===== config.mk =====
export PLATFORM = sky130hd
export DESIGN_NAME = pmc_ctrl
export DESIGN_NICKNAME = d
export VERILOG_FILES = /design/src/pmc_pkg.sv /design/src/pmc_ctrl.sv
export SDC_FILE = /design/constraint.sdc
export NUM_CORES = 1
export LEC_CHECK = 0
export ABC_AREA = 1
export BUFFER_PORTS_ARGS = -buffer_cell sky130_fd_sc_hd__buf_2
export CORE_MARGIN = 2
export CORE_UTILIZATION = 46
export CTS_CLUSTER_DIAMETER = 50
export DETAILED_ROUTE_END_ITERATION = 7
export PLACE_DENSITY = 0.74
export SETUP_SLACK_MARGIN = 0.1
export SLEW_MARGIN = 20
export SYNTH_ARGS = -nofsm -noshare
export SYNTH_HDL_FRONTEND = slang
export SYNTH_SLANG_ARGS = --single-unit

===== constraint.sdc =====
create_clock -name i_ref_clk -period 1.65 [get_ports i_ref_clk]
set_input_delay 0.2475 -clock i_ref_clk [delete_from_list [all_inputs] [get_ports i_ref_clk]]
set_output_delay 0.2475 -clock i_ref_clk [all_outputs]
set_load 0.005 [all_outputs]

===== src/pmc_pkg.sv =====
// pmc_pkg: constants and types for the power mode controller
// assumes a 125 MHz reference clock and plain-port control
package pmc_pkg;

    localparam int        PMC_CLK_MHZ     = 125;
    localparam int        PMC_NSUB        = 8;
    localparam int        PMC_CPU_BIT     = 0;
    localparam int        PMC_SLEEP_KEEP  = 1;
    localparam int        PMC_SLEEP_US    = 15;
    localparam int        PMC_HIB_US      = 100;
    localparam int        PMC_SLEEP_CYC   = PMC_SLEEP_US * PMC_CLK_MHZ;
    localparam int        PMC_HIB_CYC     = PMC_HIB_US * PMC_CLK_MHZ - 1;
    localparam int        PMC_CNT_W       = 14;
    localparam int        PMC_BUZZ_PER    = 64;
    localparam int        PMC_BUZZ_W      = 6;
    localparam logic [7:0] PMC_TMPL_RST   = 8'hFF;
    localparam logic [7:0] PMC_SLP_MASK   = 8'h02;

    // wake source index: comparator, pin unit, two-wire, rtc, timewheel, lvd
    localparam int        PMC_NWAKE       = 6;
    localparam int        PMC_WK_PIN      = 1;

    localparam logic [1:0] PMC_REQ_SLEEP  = 2'h1;
    localparam logic [1:0] PMC_REQ_HIB    = 2'h2;
    localparam logic [1:0] PMC_REQ_ALT    = 2'h3;

    typedef enum logic [5:0] {
        PMC_ACTIVE = 6'h01,
        PMC_ALT    = 6'h02,
        PMC_SLEEP  = 6'h04,
        PMC_HIB    = 6'h08,
        PMC_WK_SLP = 6'h10,
        PMC_WK_HIB = 6'h20
    } pmc_state_type;

endpackage : pmc_pkg


===== src/pmc_ctrl.sv =====
// pmc_ctrl: global power mode sequencer with per-subsystem gating
// assumes wake and request inputs are synchronous to i_ref_clk
//
// Behaviour
// - four modes: active, alternate, sleep, hibernate
// - active template bits enable each subsystem
// - sleep forces most subsystems off
// - hibernate retains state, stops clocks, pin wake
// - active via wake/reset; interrupts wake
// - alternate entered by write, exits on interrupt
// - sleep buzzes regulators, low-speed clocks, wakes
// - hibernate: hibernate regulator only, pin wake
// - sleep resume within 15 us
// - hibernate resume under 100 us
// - disabled subsystem: clock gated, bias cut
// - cpu may self-disable, returns at wakeup
// - wakeup forces active mode and cpu on
// - active mode after boot
// - hibernate holds pin outputs and pin config
// - regulators disableable when externally supplied
// - wake from enabled interrupt or reset
`timescale 1ns/1ps
`default_nettype none
module pmc_ctrl
    import pmc_pkg::*;
(
    // clock and reset
    input  wire logic                 i_ref_clk,
    input  wire logic                 i_rst,
    // mode request
    input  wire logic                 i_req_valid,
    input  wire logic [1:0]           i_req_mode,
    input  wire logic                 i_bus_busy,
    // templates
    input  wire logic [PMC_NSUB-1:0]  i_act_tmpl_wr,
    input  wire logic [PMC_NSUB-1:0]  i_act_tmpl_din,
    input  wire logic [PMC_NSUB-1:0]  i_alt_tmpl_wr,
    input  wire logic [PMC_NSUB-1:0]  i_alt_tmpl_din,
    // wake sources and interrupts
    input  wire logic [PMC_NWAKE-1:0] i_wake_src,
    input  wire logic [PMC_NWAKE-1:0] i_wake_en,
    input  wire logic                 i_irq_any,
    // external regulation
    input  wire logic                 i_ext_dig_reg,
    input  wire logic                 i_ext_ana_reg,
    // mode and gating outputs
    output logic [3:0]                o_mode,
    output logic [PMC_NSUB-1:0]       o_clk_en,
    output logic [PMC_NSUB-1:0]       o_bias_en,
    output logic                      o_cpu_en,
    output logic                      o_lowspeed_only,
    output logic                      o_dig_reg_en,
    output logic                      o_ana_reg_en,
    output logic                      o_buzz,
    output logic                      o_hib_reg_en,
    output logic                      o_pin_hold,
    output logic                      o_wake_pulse
);

    pmc_state_type            state_q;
    pmc_state_type            state_d;
    logic [PMC_NSUB-1:0]      act_tmpl_q;
    logic [PMC_NSUB-1:0]      alt_tmpl_q;
    logic [PMC_CNT_W-1:0]     cnt_q;
    logic [PMC_BUZZ_W-1:0]    buzz_q;
    logic                     cpu_force_q;
    logic                     wake_slp;
    logic                     wake_pin;
    logic                     wake_run;
    logic                     req_ok;
    logic [PMC_NSUB-1:0]      en_d;
    logic [PMC_NSUB-1:0]      en_q;

    // applies per-bit template writes
    function automatic logic [PMC_NSUB-1:0] tmpl_upd(
        input logic [PMC_NSUB-1:0] cur,
        input logic [PMC_NSUB-1:0] wr,
        input logic [PMC_NSUB-1:0] din
    );
        tmpl_upd = (cur & ~wr) | (din & wr);
    endfunction : tmpl_upd

    // wake qualification
    assign wake_slp = |(i_wake_src & i_wake_en);
    assign wake_pin = i_wake_src[PMC_WK_PIN] & i_wake_en[PMC_WK_PIN];
    assign wake_run = i_irq_any | wake_slp;
    assign req_ok   = i_req_valid & ~i_bus_busy;

    // templates, bitwise edits at any time
    always_ff @(posedge i_ref_clk) begin
        if (i_rst) begin
            act_tmpl_q <= PMC_TMPL_RST;
            alt_tmpl_q <= PMC_TMPL_RST;
        end else begin
            act_tmpl_q <= tmpl_upd(act_tmpl_q, i_act_tmpl_wr, i_act_tmpl_din);
            alt_tmpl_q <= tmpl_upd(alt_tmpl_q, i_alt_tmpl_wr, i_alt_tmpl_din);
        end
    end

    // mode sequencing
    always_comb begin
        state_d = state_q;
        unique case (state_q)
            PMC_ACTIVE: begin
                if (req_ok) begin
                    if (i_req_mode == PMC_REQ_SLEEP) begin
                        state_d = PMC_SLEEP;
                    end else if (i_req_mode == PMC_REQ_HIB) begin
                        state_d = PMC_HIB;
                    end else if (i_req_mode == PMC_REQ_ALT) begin
                        state_d = PMC_ALT;
                    end
                end
            end
            PMC_ALT: begin
                if (wake_run) begin
                    state_d = PMC_ACTIVE;
                end else if (req_ok && i_req_mode == PMC_REQ_SLEEP) begin
                    state_d = PMC_SLEEP;
                end else if (req_ok && i_req_mode == PMC_REQ_HIB) begin
                    state_d = PMC_HIB;
                end
            end
            PMC_SLEEP: begin
                if (wake_slp) begin
                    state_d = PMC_WK_SLP;
                end
            end
            PMC_HIB: begin
                if (wake_pin) begin
                    state_d = PMC_WK_HIB;
                end
            end
            PMC_WK_SLP: begin
                if (cnt_q == PMC_CNT_W'(PMC_SLEEP_CYC - 1)) begin
                    state_d = PMC_ACTIVE;
                end
            end
            PMC_WK_HIB: begin
                if (cnt_q == PMC_CNT_W'(PMC_HIB_CYC - 1)) begin
                    state_d = PMC_ACTIVE;
                end
            end
            default: begin
                state_d = PMC_ACTIVE;
            end
        endcase
    end

    always_ff @(posedge i_ref_clk) begin
        if (i_rst) begin
            state_q <= PMC_ACTIVE;
        end else begin
            state_q <= state_d;
        end
    end

    // resume timer
    always_ff @(posedge i_ref_clk) begin
        if (i_rst || state_q != state_d) begin
            cnt_q <= '0;
        end else if (state_q == PMC_WK_SLP || state_q == PMC_WK_HIB) begin
            cnt_q <= cnt_q + PMC_CNT_W'(1);
        end
    end

    // regulator buzz timer in sleep
    always_ff @(posedge i_ref_clk) begin
        if (i_rst || state_q != PMC_SLEEP) begin
            buzz_q <= '0;
        end else begin
            buzz_q <= buzz_q + PMC_BUZZ_W'(1);
        end
    end

    // cpu forced on after wakeup until firmware rewrites its bit
    always_ff @(posedge i_ref_clk) begin
        if (i_rst) begin
            cpu_force_q <= 1'b0;
        end else if (state_d == PMC_ACTIVE && state_q != PMC_ACTIVE
                     && state_q != PMC_ALT) begin
            cpu_force_q <= 1'b1;
        end else if (state_q == PMC_ALT && state_d == PMC_ACTIVE) begin
            cpu_force_q <= 1'b1;
        end else if (i_act_tmpl_wr[PMC_CPU_BIT]) begin
            cpu_force_q <= 1'b0;
        end
    end

    // subsystem enables per mode
    always_comb begin
        en_d = '0;
        unique case (state_q)
            PMC_ACTIVE: en_d = act_tmpl_q;
            PMC_ALT:    en_d = alt_tmpl_q;
            PMC_SLEEP:  en_d = PMC_SLP_MASK;
            default:    en_d = '0;
        endcase
        if (cpu_force_q && state_q == PMC_ACTIVE) begin
            en_d[PMC_CPU_BIT] = 1'b1;
        end
    end

    always_ff @(posedge i_ref_clk) begin
        if (i_rst) begin
            en_q <= PMC_TMPL_RST;
        end else begin
            en_q <= en_d;
        end
    end

    // outputs
    always_ff @(posedge i_ref_clk) begin
        if (i_rst) begin
            o_mode          <= 4'h1;
            o_lowspeed_only <= 1'b0;
            o_dig_reg_en    <= 1'b1;
            o_ana_reg_en    <= 1'b1;
            o_buzz          <= 1'b0;
            o_hib_reg_en    <= 1'b1;
            o_pin_hold      <= 1'b0;
            o_wake_pulse    <= 1'b0;
        end else begin
            o_mode          <= state_d[3:0] | {1'b0, state_d[5], state_d[4],
                                               state_d[4] | state_d[5]};
            o_lowspeed_only <= state_d == PMC_SLEEP;
            o_dig_reg_en    <= ~i_ext_dig_reg
                               && (state_d == PMC_ACTIVE || state_d == PMC_ALT
                                   || state_d == PMC_WK_SLP || state_d == PMC_WK_HIB);
            o_ana_reg_en    <= ~i_ext_ana_reg
                               && (state_d == PMC_ACTIVE || state_d == PMC_ALT
                                   || state_d == PMC_WK_SLP || state_d == PMC_WK_HIB);
            o_buzz          <= state_d == PMC_SLEEP && buzz_q == '0;
            o_hib_reg_en    <= 1'b1;
            o_pin_hold      <= state_d == PMC_HIB || state_d == PMC_WK_HIB;
            o_wake_pulse    <= state_d == PMC_ACTIVE && state_q != PMC_ACTIVE;
        end
    end

    assign o_clk_en  = en_q;
    assign o_bias_en = en_q;
    assign o_cpu_en  = en_q[PMC_CPU_BIT];

    // cycles spent resuming, watched by the resume checks
    logic [PMC_CNT_W-1:0]     age_q;

    always_ff @(posedge i_ref_clk) begin
        if (i_rst || !(state_q == PMC_WK_SLP || state_q == PMC_WK_HIB)) begin
            age_q <= '0;
        end else begin
            age_q <= age_q + PMC_CNT_W'(1);
        end
    end

    // checks
    a_sleep_resume_time: assert property (
        @(posedge i_ref_clk) disable iff (i_rst)
        state_q == PMC_WK_SLP |-> age_q < PMC_CNT_W'(PMC_SLEEP_CYC))
        else $error("sleep resume too slow");
    a_hib_resume_time: assert property (
        @(posedge i_ref_clk) disable iff (i_rst)
        state_q == PMC_WK_HIB |-> age_q < PMC_CNT_W'(PMC_HIB_CYC))
        else $error("hibernate resume too slow");
    a_hib_pin_only: assert property (
        @(posedge i_ref_clk) disable iff (i_rst)
        state_q == PMC_HIB && !wake_pin |=> state_q == PMC_HIB)
        else $error("hibernate left without pin wake");
    a_sleep_forces_off: assert property (
        @(posedge i_ref_clk) disable iff (i_rst)
        state_q == PMC_SLEEP |=> en_q == PMC_SLP_MASK)
        else $error("sleep enables wrong");
    a_wake_cpu_on: assert property (
        @(posedge i_ref_clk) disable iff (i_rst)
        $rose(state_q == PMC_ACTIVE) ##1 !i_act_tmpl_wr[PMC_CPU_BIT] |-> o_cpu_en)
        else $error("cpu not enabled after wake");
    a_alt_irq_exit: assert property (
        @(posedge i_ref_clk) disable iff (i_rst)
        state_q == PMC_ALT && wake_run |=> state_q == PMC_ACTIVE)
        else $error("alternate not exited on interrupt");
    a_busy_blocks_req: assert property (
        @(posedge i_ref_clk) disable iff (i_rst)
        state_q == PMC_ACTIVE && i_bus_busy |=> state_q == PMC_ACTIVE)
        else $error("request taken while busy");
    a_hib_holds_pins: assert property (
        @(posedge i_ref_clk) disable iff (i_rst)
        state_q == PMC_HIB |=> o_pin_hold && o_clk_en == '0)
        else $error("hibernate pins not held");
    a_active_tmpl: assert property (
        @(posedge i_ref_clk) disable iff (i_rst)
        state_q == PMC_ACTIVE && $stable(state_q) && !cpu_force_q
        |=> en_q == $past(act_tmpl_q))
        else $error("active template not applied");
    a_alt_tmpl_use: assert property (
        @(posedge i_ref_clk) disable iff (i_rst)
        state_q == PMC_ALT && $stable(state_q) |=> en_q == $past(alt_tmpl_q))
        else $error("alternate template not applied");
    a_sleep_lowspeed: assert property (
        @(posedge i_ref_clk) disable iff (i_rst)
        o_lowspeed_only == (state_q == PMC_SLEEP))
        else $error("low-speed flag wrong");
    a_buzz_in_sleep: assert property (
        @(posedge i_ref_clk) disable iff (i_rst)
        o_buzz |-> state_q == PMC_SLEEP)
        else $error("buzz outside sleep");
    a_sleep_wake_exit: assert property (
        @(posedge i_ref_clk) disable iff (i_rst)
        state_q == PMC_SLEEP && wake_slp |=> state_q == PMC_WK_SLP)
        else $error("sleep wake not taken");
    a_sleep_stays: assert property (
        @(posedge i_ref_clk) disable iff (i_rst)
        state_q == PMC_SLEEP && !wake_slp |=> state_q == PMC_SLEEP)
        else $error("sleep left without wake");
    a_hib_wake_exit: assert property (
        @(posedge i_ref_clk) disable iff (i_rst)
        state_q == PMC_HIB && wake_pin |=> state_q == PMC_WK_HIB)
        else $error("hibernate pin wake not taken");
    a_hib_regs_off: assert property (
        @(posedge i_ref_clk) disable iff (i_rst)
        state_q == PMC_HIB |-> o_hib_reg_en && !o_dig_reg_en && !o_ana_reg_en)
        else $error("hibernate regulators wrong");
    a_ext_dig_off: assert property (
        @(posedge i_ref_clk) disable iff (i_rst)
        i_ext_dig_reg |=> !o_dig_reg_en)
        else $error("digital regulator not disabled");
    a_ext_ana_off: assert property (
        @(posedge i_ref_clk) disable iff (i_rst)
        i_ext_ana_reg |=> !o_ana_reg_en)
        else $error("analogue regulator not disabled");
    a_sleep_bias_off: assert property (
        @(posedge i_ref_clk) disable iff (i_rst)
        state_q == PMC_SLEEP |=> o_bias_en == PMC_SLP_MASK)
        else $error("sleep bias enables wrong");
    a_wake_pulse_one: assert property (
        @(posedge i_ref_clk) disable iff (i_rst)
        o_wake_pulse |=> !o_wake_pulse)
        else $error("wake pulse too long");
    a_wake_pulse_mode: assert property (
        @(posedge i_ref_clk) disable iff (i_rst)
        o_wake_pulse |-> o_mode == 4'h1)
        else $error("wake pulse outside active");
    a_no_req_keeps: assert property (
        @(posedge i_ref_clk) disable iff (i_rst)
        state_q == PMC_ACTIVE && !i_req_valid |=> state_q == PMC_ACTIVE)
        else $error("active left without request");
    a_req_zero_ignored: assert property (
        @(posedge i_ref_clk) disable iff (i_rst)
        state_q == PMC_ACTIVE && i_req_mode == 2'h0 |=> state_q == PMC_ACTIVE)
        else $error("ignored request changed mode");
    a_alt_by_write: assert property (
        @(posedge i_ref_clk) disable iff (i_rst)
        state_q == PMC_ACTIVE && !req_ok |=> state_q == PMC_ACTIVE)
        else $error("mode left without write");
    a_cpu_force_on: assert property (
        @(posedge i_ref_clk) disable iff (i_rst)
        cpu_force_q && state_q == PMC_ACTIVE |=> o_cpu_en)
        else $error("cpu not held on after wake");

endmodule : pmc_ctrl
`default_nettype wire


# [Word level (Yosys, flattened, before mapping)]
# Index checks and enable logic that the tools add are counted.
[op_classes] add_sub_neg=2 n_eq_ne=21 mux=16 n_bitwise=17 reduce_logical=20
[ops] operator="2-to-1 mux 6 bit" count=11
[ops] operator="one-hot mux 6 bit (6 select lines)" count=1
[ops] operator="AND 8 bit" count=4
[ops] operator="one-hot mux 8 bit (3 select lines)" count=1
[ops] operator="inverter 8 bit" count=2
[ops] operator="OR 8 bit" count=2
[ops] operator="adder 14 x 1 -> 14 bit (second input constant)" count=1
[ops] operator="== test 14 x 11 -> 1 bit (second input constant)" count=1
[ops] operator="== test 14 bit (second input constant)" count=1
[ops] operator="== test 6 x 1 -> 1 bit (second input constant)" count=2
[ops] operator="== test 6 x 2 -> 1 bit (second input constant)" count=2
[ops] operator="== test 6 x 3 -> 1 bit (second input constant)" count=2
[ops] operator="== test 6 x 4 -> 1 bit (second input constant)" count=2
[ops] operator="== test 6 x 5 -> 1 bit (second input constant)" count=2
[ops] operator="== test 6 bit (second input constant)" count=2
[ops] operator="logical AND 1 bit" count=9
[ops] operator="logical OR 1 bit" count=7
[ops] operator="adder 6 x 1 -> 6 bit (second input constant)" count=1
[ops] operator="AND 6 bit" count=1
[ops] operator="logical NOT 6 bit" count=1
[ops] operator="!= test 6 x 1 -> 1 bit (second input constant)" count=1
[ops] operator="!= test 6 x 2 -> 1 bit (second input constant)" count=1
[ops] operator="!= test 6 x 3 -> 1 bit (second input constant)" count=1
[ops] operator="!= test 6 bit" count=1
[ops] operator="10 further kinds" count=17
[word_totals] ff_bits=61 out_inout_bits=28

# [Longest topological paths before layout]
# Gate-level depths: netlist of the first run.
[depth] depth_word=12 mapped_depth=15 mapped_depth_nobuf=14

# [Least setup slack after synthesis of the first run]
# No wires, ideal clock.
[synth_timing] kind="register -> register" startpoint="register cnt_q[0]" endpoint="register cnt_q[7]" setup_time_ns=0.062 arrival_ns=1.558 required_time_ns=1.588 slack_ns=0.030 path_stages_with_launch=15 cell_sequence="dfxtp_1 inv_1 ha_1 nand3_1 nor2_1 nand2_1 nand2_1 nand2_1 nand3_1 o21bai_1 nand2_1 nor2_2 nand3_2 buf_6 nor2_2"
[synth_via] elab_chain_len=5 elab_cells_between_ends=8 classes_between="1 x add/sub; 3 x eq/ne; 3 x mux; 1 x reduce/logical"
[synth_lines] item="start, declared" line="pmc_ctrl.sv:64" text="logic [PMC_CNT_W-1:0] cnt_q;"
[synth_lines] item="start signal, assigned" line="pmc_ctrl.sv:163" text="cnt_q <= cnt_q + PMC_CNT_W'(1);"
[synth_lines] item="== test 14 bit / == test 14 x 11 -> 1 bit (equally long branches)" line="pmc_ctrl.sv:140, pmc_ctrl.sv:135"
[synth_lines] item="2-to-1 mux 6 bit (on tied branches)" line="pmc_ctrl.sv:140, pmc_ctrl.sv:135"
[synth_lines] item="one-hot mux 6 bit (6 select lines)" line="pmc_ctrl.sv:103" text="unique case (state_q)"
[synth_lines] item="!= test 6 bit" line="pmc_ctrl.sv:160" text="if (i_rst || state_q != state_d) begin"
[synth_lines] item="logical OR 1 bit" line="pmc_ctrl.sv:160"
# Several ways; a longest one is shown, not always the timed one.
# A chain may end at the register's enable or synchronous reset.

# [Worst setup path in the final report of the first run]
[layout_timing] startpoint="register state_q[1]" endpoint="register cnt_q[7]"
[layout_via] elab_chain_len=7 elab_cells_between_ends=21 classes_between="7 x eq/ne; 12 x mux; 2 x reduce/logical"
[layout_lines] item="start, declared" line="pmc_ctrl.sv:60" text="pmc_state_type state_q;"
[layout_lines] item="start signal, assigned" line="pmc_ctrl.sv:154" text="state_q <= state_d;"
[layout_lines] item="2-to-1 mux 6 bit" line="pmc_ctrl.sv:110" text="end else if (i_req_mode == PMC_REQ_ALT) begin"
[layout_lines] item="2-to-1 mux 6 bit" line="pmc_ctrl.sv:108" text="end else if (i_req_mode == PMC_REQ_HIB) begin"
[layout_lines] item="2-to-1 mux 6 bit" line="pmc_ctrl.sv:106" text="if (i_req_mode == PMC_REQ_SLEEP) begin"
[layout_lines] item="2-to-1 mux 6 bit" line="pmc_ctrl.sv:105" text="if (req_ok) begin"
[layout_lines] item="one-hot mux 6 bit (6 select lines)" line="pmc_ctrl.sv:103"
[layout_lines] item="!= test 6 bit" line="pmc_ctrl.sv:160"
[layout_lines] item="logical OR 1 bit" line="pmc_ctrl.sv:160"
# Several ways; a longest one is shown, not always the timed one.

==> results of run 1 <==
==> cell usage in the layout, fill, tap and decap left out, types with 2 or more instances in the layout <==
cell type  synthesis  layout
a21oi_2            1       3
nand2_4            2       5
nand3_2            2       7
clkbuf_8           0       9
dfxtp_2            0       7
nor2_4             2      18
nor2_1            47      32
nand4_1            4       4
o21ai_1            1       2
nand2_1           64      51
clkinv_2           0       2
nor2_2            15      14
and2_4             0       2
o21ai_0           23      20
dfxtp_1           60      51
ha_1               4       3
inv_2              8      10
buf_4             11      36
a21oi_1           24      22
bufinv_16          0       2
dfxtp_4            0       2
inv_4              1       3
nand3_1           11       6
buf_6              1       4
o31ai_2            0       2
nand2_2            3      13
o211ai_1           3       3
buf_2              0      79
o221ai_1           7       7
xnor2_1            4       4
xor2_1            11      10
inv_1             54      50
o21ai_2            1       2
==> cell families after synthesis <==
logic type / Yosys count
AO/OA/AOI/OAI: 64
AND/OR/NAND/NOR: 157
flip-flops: 60
buffers and inverters: 80
XOR/XNOR: 15
adder cells (fa/ha/maj): 4
other: 1
==> power by group <==
part	leakage, nW	total (mW)	internal (mW)	switching [mW]
clock	0.102	1.40	0.836	0.559
sequential	0.496	1.60	1.55	0.0455
combinational	1.37	0.949	0.463	0.486
==> critical path, stage by stage (launching register included) <==
cell	delay (ns)
dfxtp_4	0.36
inv_2	0.08
nand2_2	0.09
nor2_4	0.13
buf_4	0.13
nand2_1	0.07
inv_2	0.08
nand2_1	0.09
nand2_1	0.09
nor2_1	0.06
nand3_2	0.06
nand2_2	0.05
nor2_2	0.11
nand3_2	0.15
clkbuf_16	0.22
nor2_4	0.11
==> what timing repair did <==
item | in CTS | in global routing
gates cloned | 0 | 1
hold buffers | 0 | 0
endpoints found under the setup margin | 21 | 26
gates resized for setup | 26 | 61
pin swaps | 6 | 19
buffers inserted | 7 | 3
endpoints found under the hold margin | 0 | 0
==> worst paths after layout <==
kind / to / slack (ns) / cells after the start
worst max-delay path: cnt_q[7]$_SDFFE_PP0P_ / -0.28 / 15
worst max register to register: cnt_q[7]$_SDFFE_PP0P_ / -0.28 / 15
worst min-delay path: flop / 0.09 / 2
worst min register to register: buzz_q[0]$_SDFF_PP0_ / 0.46 / 1
==> layer usage <==
metal / GRT usage, % / routed length, um / vias to the layer above
met5: 0 / 0 / -
met4: 12.30 / 268 / 0
met3: 6.522 / 397 / 29
met2: 38.23 / 3789 / 83
met1: 23.08 / 3062 / 1326
li1: - / - / 1420
==> stage by stage <==
stage	power, mW	utilization [%]	area (um2)	instances
after floorplan	2.038	-	2851	381
after global placement	2.297	58.38	3477	550
after detailed placement	2.315	58.38	3477	550
after CTS	3.743	64.03	3814	572
after global routing	4.121	68.42	4075	576
final	3.939	68.42	4075	576
==> final cells by class <==
| cell class | instances | area (um2) |
|---|---|---|
| fill | 485 | 1881 |
| multi-input combinational | 241 | 1555 |
| sequential | 60 | 1217 |
| timing repair buffer | 121 | 755.7 |
| inverter | 64 | 247.7 |
| clock buffer | 10 | 127.6 |
| tap | 75 | 93.84 |
| clock inverter | 5 | 77.57 |
==> qor.yml, run 1 <==
status:
  status: "finished, violations left"
  failed_checks: "negative setup slack"
clocking:
  clock_latency_ns: 0.34
  ctsRootBufferMaster: "clkbuf_8"
  numCtsBuffers: 9
  clk_pin_slew_ns: 0.07
  clockBufferDepth: 2
  cts_tree: "yes"
  clock_sinks: 60
  htree_levels: 3
floorplanning:
  rows: 28
  fp.dieW_um: 82.53
  initial_utilization_pct: 47.63
  fp.dieH_um: 82.53
  coreArea_um2: 5956
  ios: 81
  die-area_um2: 6810
yosys:
  syn_avg_cell_area_um2: 7.445
  yosys_warnings: 0
  synth-edff-count: 0
  synthSimpleGateAreaFrac_pct: 25.58
  synth_top_area_share_pct: 42.35
  synth_adder_area_share_pct: 1.764
  syn-num-nets: 438
  synthXorXnorAreaFrac_pct: 4.632
  synth_flop_cell: "dfxtp_1"
  syn_area_um2: 2836
  ys_seq_elements: 60
  synthTopCellsByArea: "dfxtp_1 (42%), nand2_1 (8.5%), inv_1 (7.1%)"
  synth-compound-area-share_pct: 13.15
  synth_top_family_by_area: "simple AND/OR/NAND/NOR gates"
  ys_async_sr_fraction_pct: 0
  ys_seq_area_share_pct: 42.35
  ys_types: 36
  syn_inst: 381
  yosysMostFrequentCell: "nand2_1"
  synth.area.mux_share_pct: 0
  synth.largest_area_cell: "dfxtp_1"
  yosys-top-cells-count: "nand2_1 (64), dfxtp_1 (60), inv_1 (54), nor2_1 (47), a21oi_1 (24)"
sta:
  rsz0062_at_grt: "yes"
  hold_viol: 0
  clock.fmax_mhz: 517.2
  fin_crit_sh_pct: 117.2
  finClkSkew_ns: 0.006147
  fin_ws_ns: -0.2834
  setup_violations: 14
  tns_ns: -3.342
  timing.hold.ws_ns: 0.09009
  finalCriticalPeriod_ns: 1.933
  slew_viol_final: 0
place:
  numPortBuffers: 79
  post-place-ws_ns: -0.1568
  dp_hpwl_um: 4791
  globalplace.congestion: 0.8306
drt:
  wl_per_cell_um: 13.05
  drtIter0Drc: 128
  routed_wl_um: 7518
  dr.pass1.iters: 4
  ant_nets: 0
  drc_errors: 0
  routed-via-count: 2858
  viasPerCell: 4.962
setup_path:
  required_ns: 1.93
  cp_data_arrival_time_ns: 2.21
  crit_fanout: 7
  crit_type: "reg2reg"
  cp-start-kind: "flop"
  end_kind: "flop"
  r2r_start: "state_q[1]$_SDFF_PP0_"
  crit_start: "state_q[1]$_SDFF_PP0_"
global_routing:
  grt_pass1_wl_um: 11170
  gr-usage-all-layers_pct: 21.76
  grt_max_degree: 18
  grt_antenna_before_repair: 0
  overflow: 0
  grt_pass1_vias: 2689
layout:
  area_delta_synth_final_pct: 43.67
  drive_above_1_share_pct: 46.11
  diodes: 0
  nets: 554
worst_hold_path:
  hold_start: "i_act_tmpl_wr[6]"
  hp-class: "in2reg"
power:
  p_leak_nw: 1.964
  powerDensity_nw_per_um2: 966.7
  ir_drop_v: 0.0006162
run:
  cap_violations: 0
(Power assumes the default switching activity.)
==> run 2, diff against run 1 <==
- CORE_MARGIN: 2 -> 5
- SETUP_SLACK_MARGIN: 0.1 -> 0.4
==> qor.yml, run 2 (synthesis results as in run 1) <==
global_routing:
  grt_max_degree: 15
  grt_pass1_vias: 2785
  grt_pass1_wl_um: 11790
  gr-usage-all-layers_pct: 19.28
  overflow: 0
  grt_antenna_before_repair: 0
place:
  globalplace.congestion: 0.8423
  dp_hpwl_um: 5221
  placed_cells: 552
  dpl_cell_area_um2: 3507
  numPortBuffers: 79
setup_path:
  cp-start-kind: "flop"
  cp_cell_sequence: "inv_2, nand2_4, nor2_4, nand2_4, inv_4, o211ai_1, buf_4, and2_4, nand2_1, nor2_2, nand3_2, buf_12, nor2_1"
  required_ns: 1.88
  cpMaxStageDelayCell: "dfxtp_2"
  cpMostUsedCell: "nand2_4"
  crit_family: "simple AND/OR/NAND/NOR gates"
  crit_type: "reg2reg"
  cpPeakStageDelay_ns: 0.34
  crit_fanout: 14
  end_kind: "flop"
  cp_data_arrival_time_ns: 2.04
  path_buf_inv: 4
clocking:
  htree_levels: 3
  clk_pin_slew_ns: 0.07
  clock_latency_ns: 0.34
  clock_sinks: 60
  numCtsBuffers: 9
  ctsRootBufferMaster: "clkbuf_8"
  clockBufferDepth: 2
  cts_tree: "yes"
layout:
  nets: 564
  final_common_cell: "buf_2"
  area_delta_synth_final_pct: 44.99
  drive_above_1_share_pct: 47.46
  final_cell_mix: "buf_2 (79), nand2_1 (52), dfxtp_1 (50)"
  final_cells: 587
  stdcell_area_um2: 4113
  diodes: 0
  fillers: 472
power:
  ir_drop_v: 0.0005672
  power_mw: 3.868
  powerDensity_nw_per_um2: 940.4
  p_leak_nw: 2.008
drt:
  drtIter0Drc: 154
  drc_errors: 0
  wl_per_cell_um: 12.61
  viasPerCell: 4.879
  routed-via-count: 2864
  routed_wl_um: 7403
  dr.pass1.iters: 4
  ant_nets: 0
worst_hold_path:
  hp-class: "in2reg"
sta:
  tns_ns: -2.191
  setup_violations: 19
  finClkSkew_ns: 0.004550
  hold_viol: 0
  fin_crit_sh_pct: 109.5
  clock.fmax_mhz: 553.4
  slew_viol_final: 0
  finalCriticalPeriod_ns: 1.807
  rsz0062_at_grt: "yes"
  timing.hold.ws_ns: 0.09313
  fin_ws_ns: -0.1570
floorplanning:
  initial_utilization_pct: 47.63
  ios: 81
  coreArea_um2: 5956
  fp.dieW_um: 88.53
  die-area_um2: 7837
  rows: 28
  fp.dieH_um: 88.53
status:
  status: "finished, violations left"
  failed_checks: "negative setup slack"
run:
  cap_violations: 0
==> run 2: changes by cell type in the layout (fill, tap and decap cells not counted), sizes merged <==
| cell | before | now |
|---|---|---|
| clkinvlp | 1 | 2 |
| buf | 120 | 131 |
| clkbuf | 11 | 10 |
==> run 2: layout make-up <==
cell class	instances	area (um2)	share of cell area, %
Timing Repair Buffer	131	820.8	19.96
Multi-Input combinational cell	241	1520	36.96
Clock inverter	6	88.84	2.160
Tap cell	75	93.84	2.282
Clock buffer	10	127.6	3.103
Inverter	64	245.2	5.963
Sequential cell	60	1216	29.57
==> run 2: repair_timing <==
action / CTS / global route
hold endpoints to repair: 0 / 0
setup endpoints to repair: 36 / 44
gates resized for setup: 43 / 32
setup buffers: 13 / 6
hold buffers: 0 / 0
pin swaps: 12 / 10
==> run 2: report_power, final <==
| part | internal, mW | switching (mW) |
|---|---|---|
| Combinational | 0.390 | 0.444 |
| Sequential | 1.55 | 0.0415 |
| Clock | 0.850 | 0.593 |
==> run 2: metal layers <==
metal | GRT usage (%) | share of wire (%) | vias up | wire [um]
met4 | 9.341 | 2.5 | 0 | 184
met3 | 3.818 | 5.5 | 19 | 407
li1 | - | - | 1442 | -
met1 | 23.21 | 42 | 1329 | 3144
met5 | 0 | 0 | - | 0
met2 | 32.83 | 50 | 74 | 3667
==> run 2: path summary, 6_finish.rpt <==
kind                          from  slack [ns]                     to  cells past startpoint
max          state_q[3]$_SDFF_PP0_       -0.16  cnt_q[1]$_SDFFE_PP0P_                     13
min reg2reg   buzz_q[0]$_SDFF_PP0_        0.47   buzz_q[0]$_SDFF_PP0_                      1
min               i_alt_tmpl_wr[1]        0.09                   flop                      2
max reg2reg  state_q[3]$_SDFF_PP0_       -0.16  cnt_q[1]$_SDFFE_PP0P_                     13
==> run 2: through the flow <==
stage | setup slack (ns) | utilization [%]
floorplan | 0.05150 | -
detailed placement | -0.1791 | 58.89
global route | -0.2551 | 69.05
CTS | -0.04633 | 66.47
global placement | -0.1090 | 58.89
finish | -0.1570 | 69.05
